===== config.mk =====
export PLATFORM = sky130hd
export DESIGN_NAME = pmac_device_flat
export DESIGN_NICKNAME = d
export VERILOG_FILES = /design/src/hw/pmac_pkg.sv /design/src/hw/pmac_link_if.sv /design/src/hw/pmac_device.sv /design/src/flat_wrapper.sv
export SDC_FILE = /design/constraint.sdc
export NUM_CORES = 1
export LEC_CHECK = 0
export BUFFER_PORTS_ARGS = -buffer_cell sky130_fd_sc_hd__buf_2
export CAP_MARGIN = 20
export CELL_PAD_IN_SITES_DETAIL_PLACEMENT = 0
export CELL_PAD_IN_SITES_GLOBAL_PLACEMENT = 1
export CORE_MARGIN = 2
export CORE_UTILIZATION = 35
export DETAILED_ROUTE_END_ITERATION = 10
export PLACE_DENSITY_LB_ADDON = 0.15
export SLEW_MARGIN = 15
export SYNTH_ARGS = -nofsm -noshare
export SYNTH_HDL_FRONTEND = slang
export SYNTH_SLANG_ARGS = --single-unit

===== constraint.sdc =====
create_clock -name clock -period 2 [get_ports clock]
set_input_delay 0.5 -clock clock [delete_from_list [all_inputs] [get_ports clock]]
set_output_delay 0.5 -clock clock [all_outputs]
set_load 0.01 [all_outputs]

===== src/hw/pmac_pkg.sv =====
// Shared constants and types of the power monitor and alert one block.
package pmac_pkg;

    // ********************************************************
    // Command codes and reset values
    // ********************************************************
    localparam logic [7:0] PMAC_CMD_RUN = 8'hd3;
    localparam logic [7:0] PMAC_CMD_SETUP = 8'hd4;
    localparam logic [7:0] PMAC_CMD_ALERT = 8'hd5;
    localparam logic [7:0] PMAC_RUN_RST = 8'h00;
    localparam logic [7:0] PMAC_SETUP_RST = 8'h2c;
    localparam logic [15:0] PMAC_ALERT_RST = 16'h0000;

    // ********************************************************
    // Field positions
    // ********************************************************
    localparam int PMAC_GO_BIT = 0;
    localparam int PMAC_MODE_BIT = 7;
    localparam int PMAC_SRC_BIT = 6;
    localparam int PMAC_SPAN_BIT = 5;
    localparam int PMAC_RSVD_ZERO_BIT = 4;
    localparam int PMAC_SENSE_BIT = 3;
    localparam int PMAC_AVG_MSB = 2;
    localparam int PMAC_AVG_LSB = 0;
    localparam int PMAC_POL_BIT = 3;
    localparam int PMAC_CONV_BIT = 2;
    localparam int PMAC_GPO_EN_BIT = 1;
    localparam int PMAC_GPO_DATA_BIT = 0;
    localparam logic [15:0] PMAC_ALERT_SRC_MASK = 16'hfff0;
    localparam logic [7:0] PMAC_CNT_ONE = 8'h01;

    // ********************************************************
    // State encodings
    // ********************************************************
    typedef enum logic {
        PMAC_SMP_IDLE = 1'b0,
        PMAC_SMP_BUSY = 1'b1
    } pmac_smp_t;

    typedef enum logic [2:0] {
        PMAC_H_IDLE = 3'h0,
        PMAC_H_PROBE = 3'h1,
        PMAC_H_PWAIT = 3'h3,
        PMAC_H_ISSUE = 3'h2,
        PMAC_H_WAIT = 3'h6
    } pmac_host_st_t;

endpackage


===== src/hw/pmac_link_if.sv =====
// Command link between the management host and the monitor device.
`timescale 1ns/10ps
`default_nettype none
interface pmac_link_if;
    logic cmd_valid;
    logic cmd_write;
    logic [7:0] cmd_code;
    logic [15:0] cmd_data;
    logic rsp_valid;
    logic rsp_nack;
    logic [15:0] rsp_data;

    modport host (
        output cmd_valid,
        output cmd_write,
        output cmd_code,
        output cmd_data,
        input rsp_valid,
        input rsp_nack,
        input rsp_data
    );

    modport dev (
        input cmd_valid,
        input cmd_write,
        input cmd_code,
        input cmd_data,
        output rsp_valid,
        output rsp_nack,
        output rsp_data
    );
endinterface
`default_nettype wire


===== src/hw/pmac_device.sv =====
// Device end: monitor run control, sampling setup and alert one pin.
`timescale 1ns/10ps
`default_nettype none
// Summary of operation
// - Control reads zero after reset; idle while go low.
// - Writing go bit one starts current and voltage sampling.
// - Single-shot clears go after one averaged cycle.
// - Continuous keeps go high; host writes zero to stop.
// - Control bits seven to one read zero.
// - Setup byte is read/write, resets to 0x2c.
// - Host stops monitor before changing any setting; pmac_host refuses a setup or alert write while go reads high instead.
// - Setup bit seven picks single-shot or continuous.
// - Setup bit six picks input or output voltage.
// - Without output voltage pin host writes bit six zero.
// - Setup bit five picks low or high span.
// - Host writes reserved setup bit four as zero.
// - Host keeps setup bit three at one.
// - Averaging field selects one to 128 samples.
// - Alert enables word is read/write, resets zero.
// - Enabled status bit asserts alert; disabled bit never does.
// - Fault enables sit in bits fifteen to eleven.
// - Warning enables sit in bits ten to six.
// - Variant lacking pin one refuses the alert command.
// - Alert bit three sets the alert output polarity.
// - Alert bit two makes pin one a convert input.

module pmac_device
    import pmac_pkg::*;
#(
    parameter logic HAS_PIN_ONE = 1'b1
) (
    input wire logic clock,
    input wire logic resetn,
    pmac_link_if.dev link,
    input wire logic [15:0] status,
    input wire logic adc_done,
    output logic adc_start,
    output logic cycle_done,
    output logic monitor_running,
    output logic sampling_mode_select,
    output logic voltage_source_select,
    output logic voltage_span_select,
    output logic [2:0] avg_code,
    input wire logic pin_one_in,
    output logic pin_one_out,
    output logic pin_one_oe
);

    // ********************************************************
    // State
    // ********************************************************
    typedef struct packed {
        logic go;
        logic [7:0] setup;
        logic [15:0] alert;
        pmac_smp_t smp;
        logic [7:0] cnt;
        logic [2:0] sync;
        logic lvl;
        logic start;
        logic done;
        logic pin_out;
        logic pin_oe;
        logic rsp_valid;
        logic rsp_nack;
        logic [15:0] rsp_data;
    } pmac_dev_t;

    localparam pmac_dev_t DEV_RST = '{
        go: PMAC_RUN_RST[PMAC_GO_BIT],
        setup: PMAC_SETUP_RST,
        alert: PMAC_ALERT_RST,
        smp: PMAC_SMP_IDLE,
        cnt: 8'h00,
        sync: 3'h0,
        lvl: 1'b0,
        start: 1'b0,
        done: 1'b0,
        pin_out: 1'b1,
        pin_oe: 1'b0,
        rsp_valid: 1'b0,
        rsp_nack: 1'b0,
        rsp_data: 16'h0000
    };

    pmac_dev_t st_q;
    pmac_dev_t st_d;
    logic conv_mode;
    logic trig;
    logic active;
    logic level;
    logic [7:0] last;

    // ********************************************************
    // Next state
    // ********************************************************
    always_comb begin
        st_d = st_q;
        st_d.start = 1'b0;
        st_d.done = 1'b0;
        st_d.rsp_valid = 1'b0;

        // Only the filtered level feeds the edge detector, so a
        // slow or noisy edge on pin one triggers a single cycle.
        st_d.sync = {st_q.sync[1:0], pin_one_in};
        if (st_q.sync[1] == st_q.sync[2]) begin
            st_d.lvl = st_q.sync[2];
        end
        conv_mode = HAS_PIN_ONE && st_q.alert[PMAC_CONV_BIT];
        trig = conv_mode && st_q.sync[1] && st_q.sync[2] && !st_q.lvl;

        last = (PMAC_CNT_ONE << st_q.setup[PMAC_AVG_MSB:PMAC_AVG_LSB])
            - PMAC_CNT_ONE;

        unique case (st_q.smp)
            PMAC_SMP_IDLE: begin
                st_d.cnt = 8'h00;
                if (st_q.go) begin
                    st_d.start = 1'b1;
                    st_d.smp = PMAC_SMP_BUSY;
                end
            end
            PMAC_SMP_BUSY: begin
                if (!st_q.go) begin
                    st_d.smp = PMAC_SMP_IDLE;
                    st_d.cnt = 8'h00;
                end else if (adc_done) begin
                    if (st_q.cnt == last) begin
                        st_d.done = 1'b1;
                        st_d.cnt = 8'h00;
                        if (st_q.setup[PMAC_MODE_BIT]) begin
                            st_d.start = 1'b1;
                        end else begin
                            st_d.smp = PMAC_SMP_IDLE;
                            st_d.go = 1'b0;
                        end
                    end else begin
                        st_d.cnt = st_q.cnt + PMAC_CNT_ONE;
                        st_d.start = 1'b1;
                    end
                end
            end
        endcase

        if (trig) begin
            st_d.go = 1'b1;
        end

        // ****************************************************
        // Command decode
        // ****************************************************
        if (link.cmd_valid) begin
            st_d.rsp_valid = 1'b1;
            st_d.rsp_nack = 1'b0;
            st_d.rsp_data = 16'h0000;
            unique case (link.cmd_code)
                PMAC_CMD_RUN: begin
                    if (link.cmd_write) begin
                        // A host write lands after the self-clear, so
                        // a restart in the finishing cycle is kept.
                        st_d.go = link.cmd_data[PMAC_GO_BIT];
                    end else begin
                        st_d.rsp_data[PMAC_GO_BIT] = st_q.go;
                    end
                end
                PMAC_CMD_SETUP: begin
                    if (link.cmd_write) begin
                        st_d.setup = link.cmd_data[7:0];
                    end else begin
                        st_d.rsp_data[7:0] = st_q.setup;
                    end
                end
                PMAC_CMD_ALERT: begin
                    if (!HAS_PIN_ONE) begin
                        st_d.rsp_nack = 1'b1;
                    end else if (link.cmd_write) begin
                        st_d.alert = link.cmd_data;
                    end else begin
                        st_d.rsp_data = st_q.alert;
                    end
                end
                default: begin
                    st_d.rsp_nack = 1'b1;
                end
            endcase
        end

        // ****************************************************
        // Alert one pin
        // ****************************************************
        active = |(status & st_q.alert & PMAC_ALERT_SRC_MASK);
        if (st_q.alert[PMAC_POL_BIT]) begin
            level = active;
        end else begin
            level = !active;
        end
        if (st_q.alert[PMAC_GPO_EN_BIT]) begin
            level = st_q.alert[PMAC_GPO_DATA_BIT];
        end
        st_d.pin_out = level;
        st_d.pin_oe = HAS_PIN_ONE && !conv_mode;
    end

    // ********************************************************
    // Registers
    // ********************************************************
    always_ff @(posedge clock) begin
        if (!resetn) begin
            st_q <= DEV_RST;
        end else begin
            st_q <= st_d;
        end
    end

    // ********************************************************
    // Outputs
    // ********************************************************
    // Setup fields are passed on unchanged; keeping the reserved
    // and source bits right is the host's duty.
    assign adc_start = st_q.start;
    assign cycle_done = st_q.done;
    assign monitor_running = st_q.go;
    assign sampling_mode_select = st_q.setup[PMAC_MODE_BIT];
    assign voltage_source_select = st_q.setup[PMAC_SRC_BIT];
    assign voltage_span_select = st_q.setup[PMAC_SPAN_BIT];
    assign avg_code = st_q.setup[PMAC_AVG_MSB:PMAC_AVG_LSB];
    assign pin_one_out = st_q.pin_out;
    assign pin_one_oe = st_q.pin_oe;
    assign link.rsp_valid = st_q.rsp_valid;
    assign link.rsp_nack = st_q.rsp_nack;
    assign link.rsp_data = st_q.rsp_data;

endmodule
`default_nettype wire


===== src/flat_wrapper.sv =====
// flat-port wrapper written by rule: the top's interface ports become plain ports
module pmac_device_flat import pmac_pkg::*;
#(
    parameter logic HAS_PIN_ONE = 1'b1
)
  (clock, resetn, status, adc_done, adc_start, cycle_done, monitor_running, sampling_mode_select, voltage_source_select, voltage_span_select, avg_code, pin_one_in, pin_one_out, pin_one_oe, link_cmd_valid, link_cmd_write, link_cmd_code, link_cmd_data, link_rsp_valid, link_rsp_nack, link_rsp_data);
  pmac_link_if link_i ();
  input wire logic clock;
  input wire logic resetn;
  input wire logic [15:0] status;
  input wire logic adc_done;
  output logic adc_start;
  output logic cycle_done;
  output logic monitor_running;
  output logic sampling_mode_select;
  output logic voltage_source_select;
  output logic voltage_span_select;
  output logic [2:0] avg_code;
  input wire logic pin_one_in;
  output logic pin_one_out;
  output logic pin_one_oe;
  input wire logic [$bits(link_i.cmd_valid)-1:0] link_cmd_valid;
  input wire logic [$bits(link_i.cmd_write)-1:0] link_cmd_write;
  input wire logic [$bits(link_i.cmd_code)-1:0] link_cmd_code;
  input wire logic [$bits(link_i.cmd_data)-1:0] link_cmd_data;
  output wire logic [$bits(link_i.rsp_valid)-1:0] link_rsp_valid;
  output wire logic [$bits(link_i.rsp_nack)-1:0] link_rsp_nack;
  output wire logic [$bits(link_i.rsp_data)-1:0] link_rsp_data;
  assign link_i.cmd_valid = link_cmd_valid;
  assign link_i.cmd_write = link_cmd_write;
  assign link_i.cmd_code = link_cmd_code;
  assign link_i.cmd_data = link_cmd_data;
  assign link_rsp_valid = link_i.rsp_valid;
  assign link_rsp_nack = link_i.rsp_nack;
  assign link_rsp_data = link_i.rsp_data;
  pmac_device #(.HAS_PIN_ONE(HAS_PIN_ONE)) u_core (.clock(clock), .resetn(resetn), .link(link_i), .status(status), .adc_done(adc_done), .adc_start(adc_start), .cycle_done(cycle_done), .monitor_running(monitor_running), .sampling_mode_select(sampling_mode_select), .voltage_source_select(voltage_source_select), .voltage_span_select(voltage_span_select), .avg_code(avg_code), .pin_one_in(pin_one_in), .pin_one_out(pin_one_out), .pin_one_oe(pin_one_oe));
endmodule

==> summary.md <==
| Metric | Value |
|---|---|
| Status | completed |
| CTS buffer count | 9 |
| Crit path max fanout | 9 |
| Async SR Flop Fraction | 0% |
| Final Max Tran Viols | 0 |
| Max IR drop VDD | roughly 0.00039 V |
| Vias in the first global route | roughly 2100 |
| Critical path startpoint category | flop |
| Total grt overflow | 0 |
| CP Class | reg -> reg |
| Global-route wire length before repair | 10300 um |
| DR DRC count | 0 |
| Post-synthesis cell type count | ~50 |
| Least-Margin Pin Slew | approximately 0.59 ns |
| Final worst path period need | roughly 1.8 ns |
| Vias | about 2200 |
| Net count, final | 390 |
| # IOs | 75 |
| Share of Yosys cell area claimed by the top area cell type | between 40% and 50% |
| Top FF cell, synth | dfxtp_1 |
| DR WL/cell | roughly 14 um |
| Hold Worst Slack | 0.371 ns |
| Via density | about 4.9 |
| Highest routed layer | met4 |
| CP Data Required Time | ~2.2 ns |
| Relative max-transition margin | between 60% and 70% |
| Post-CTS Resized | 0 |
| Power per cell area | ~760 nW/um2 |
| Area contributors post-synth | dfxtp_1 44%, nor2b_1 9.6%, mux2i_1 9.1% |
| Initial core utilization | between 30% and 40% |
| Post-synth EDFFs | 0 |
| CTS max path bufs | 2 |
| Syn avg cell area | around 10 um2 |
| Die extent in y | 92.5 um |
| Final hold vios | 0 |
| Drt total wl | between 6000 and 7000 um |
| Number of fill cells | 774 |
| Gr usage total | around 16% |
| Post-synthesis sequential area ratio | 43.9% |
| Post-route core utilization | a little over two fifths |
| Finished Cell Area | between 3000 and 4000 um2 |
| Antenna violations before repair | 0 |
| LEAKAGE | around 1.5 nW |
| Hold crit path type | in -> reg |
| Post-route clock skew | roughly 0.006 ns |
| Fraction of layout cells with a size suffix above 1 | 30.7% |
| Total power draw | 2.52 mW |
| Metal3 WL | around 320 um |
| M1 wire length | approximately 3100 um |
| Cells after Synth | 280 |
| Number of diodes | 0 |
| Drt pass-1 iters | 4 |
| Port bufs | 70 |
| H-tree depth | 3 |
| CTS tree | done |
| Max Clk Rate | approximately 0.54 GHz |
| Synthesized Nets | between 300 and 400 |
| FF-to-FF path depth | 6 |
| Clock latency on the worst-skew pair | around 0.34 ns |
| Worst-path clk slew | around 0.06 ns |
| Unrepaired setup endpoints after global routing | false |
| Area leader, netlist | dfxtp_1 |
| Hold path cells | 2 |
| GPL Wtd Cong | about 0.76 |
| Crit path capture type | flop |
| Yosys reg bits | 60 |
| Period utilization | between 90% and 100% |
| Most common cell after layout, fill and taps aside | buf_2 |
| Most frequent cells in the layout | 70 x buf_2, 60 x dfxtp_1, 42 x nor2b_1 |
| Core area | ~7600 um2 |
| Clk sink count | 60 |
| WL met2 | 2790 um |
| Die footprint | 8550 um2 |
| Post-CTS setup buffers | 0 |
| Reg area | 1200 um2 |
| Antenna-violating nets left | 0 |
| CP startpoint | u_core.avg_code[1]$_SDFFE_PN0P_ |
| Max Cap Violations | 0 |
| DRT iter0 DRCs | around 120 |
| Post-CTS Hold Buffers | 0 |
| Site Rows | 32 |
| Multi-input logic area | between 1000 and 1500 um2 |
| Final setup fails | 0 |
| Chip width | between 90 and 100 um |
| Largest net degree at the start of global routing | between 40 and 50 |
| Min-delay src | pin_one_in |
| Post-Syn Area | 2740 um2 |
| Cell Area, Placed | just over 3000 um2 |
| Area Growth Syn to Fin | 21.9% |
| Reg2reg setup slack | between 0.15 and 0.2 ns |
| Dpl hpwl | around 4500 um |
| Worst Path Arrival | between 2 and 2.5 ns |
| FF-to-FF Start | u_core.avg_code[1]$_SDFFE_PN0P_ |
| Syn. warnings | 0 |
| Clock Tree Root | clkbuf_8 |
[metrics by stage]
stage	TNS, ns	setup slack (ns)	cells
CTS	0	0.0795	450
global route	0	0.00758	450
floorplan	0	0.0183	280
finish	0	0.156	450
detailed placement	-0.379	-0.0291	434
global placement	-0.226	-0.0213	434
[path summary, 6_finish.rpt]
kind                                 end
min           u_core.st_d[24]$_SDFF_PN0_
min reg2reg   u_core.st_d[25]$_SDFF_PN0_
max          u_core.adc_start$_SDFF_PN0_
max reg2reg  u_core.adc_start$_SDFF_PN0_
[layout make-up]
| type | count | area share [%] |
|---|---|---|
| clock buffer | 12 | 4.35 |
| clock inverter | 4 | 2.17 |
| inverter | 4 | 0.450 |
| multi-input combinational | 183 | 39.0 |
| sequential | 60 | 36.0 |
| tap | 102 | 3.82 |
| timing repair buffer | 85 | 14.2 |
[worst max-delay path, stage by stage, from the launching register on]
cell      delay, ns
dfxtp_1        0.47
buf_4          0.19
nand2_1        0.05
o211a_1        0.21
o211ai_1       0.41
nor2_4         0.14
a221oi_1       0.27
[state kept, by name, summed over array words and instances, names as in the netlist, 2 cells and up]
register	cells
u_core.link.rsp_data	16
u_core.avg_code	3
u_core.st_q	28
u_core.st_d	2
[per-layer routing]
layer,track usage (%),vias to the layer above
met5,0,-
met4,5.72,0
met3,4.80,7
met2,23.3,45
met1,21.1,1043
li1,-,1126
[cells in the mapped netlist (3+ instances only)]
cell type / count
a211oi_1: 3
a21oi_1: 6
a221oi_1: 4
a222oi_1: 7
a22o_1: 3
a22oi_1: 8
and2_1: 4
and3_1: 3
buf_2: 3
buf_4: 20
clkbuf_1: 8
dfxtp_1: 60
inv_1: 4
mux2i_1: 25
nand2_1: 15
nand3_1: 7
nor2_1: 5
nor2b_1: 42
nor3_1: 3
o21ai_0: 9
o22ai_1: 3
[report_power, final]
group          switching [mW]  total, mW  internal, mW  leakage [nW]
logic                  0.0539      0.110        0.0558         0.877
clock network           0.473       1.21         0.735         0.107
registers             0.00262       1.20          1.20         0.485
[logic make-up after synthesis]
logic type | synth area share, %
AO/OA/AOI/OAI | 14.8
XOR/XNOR | 1.28
adder cells (fa/ha/maj) | 0.457
buffers and inverters | 8.82
flip-flops | 43.9
multiplexers | 9.14
AND/OR/NAND/NOR | 21.7
(Power assumes the default switching activity.)
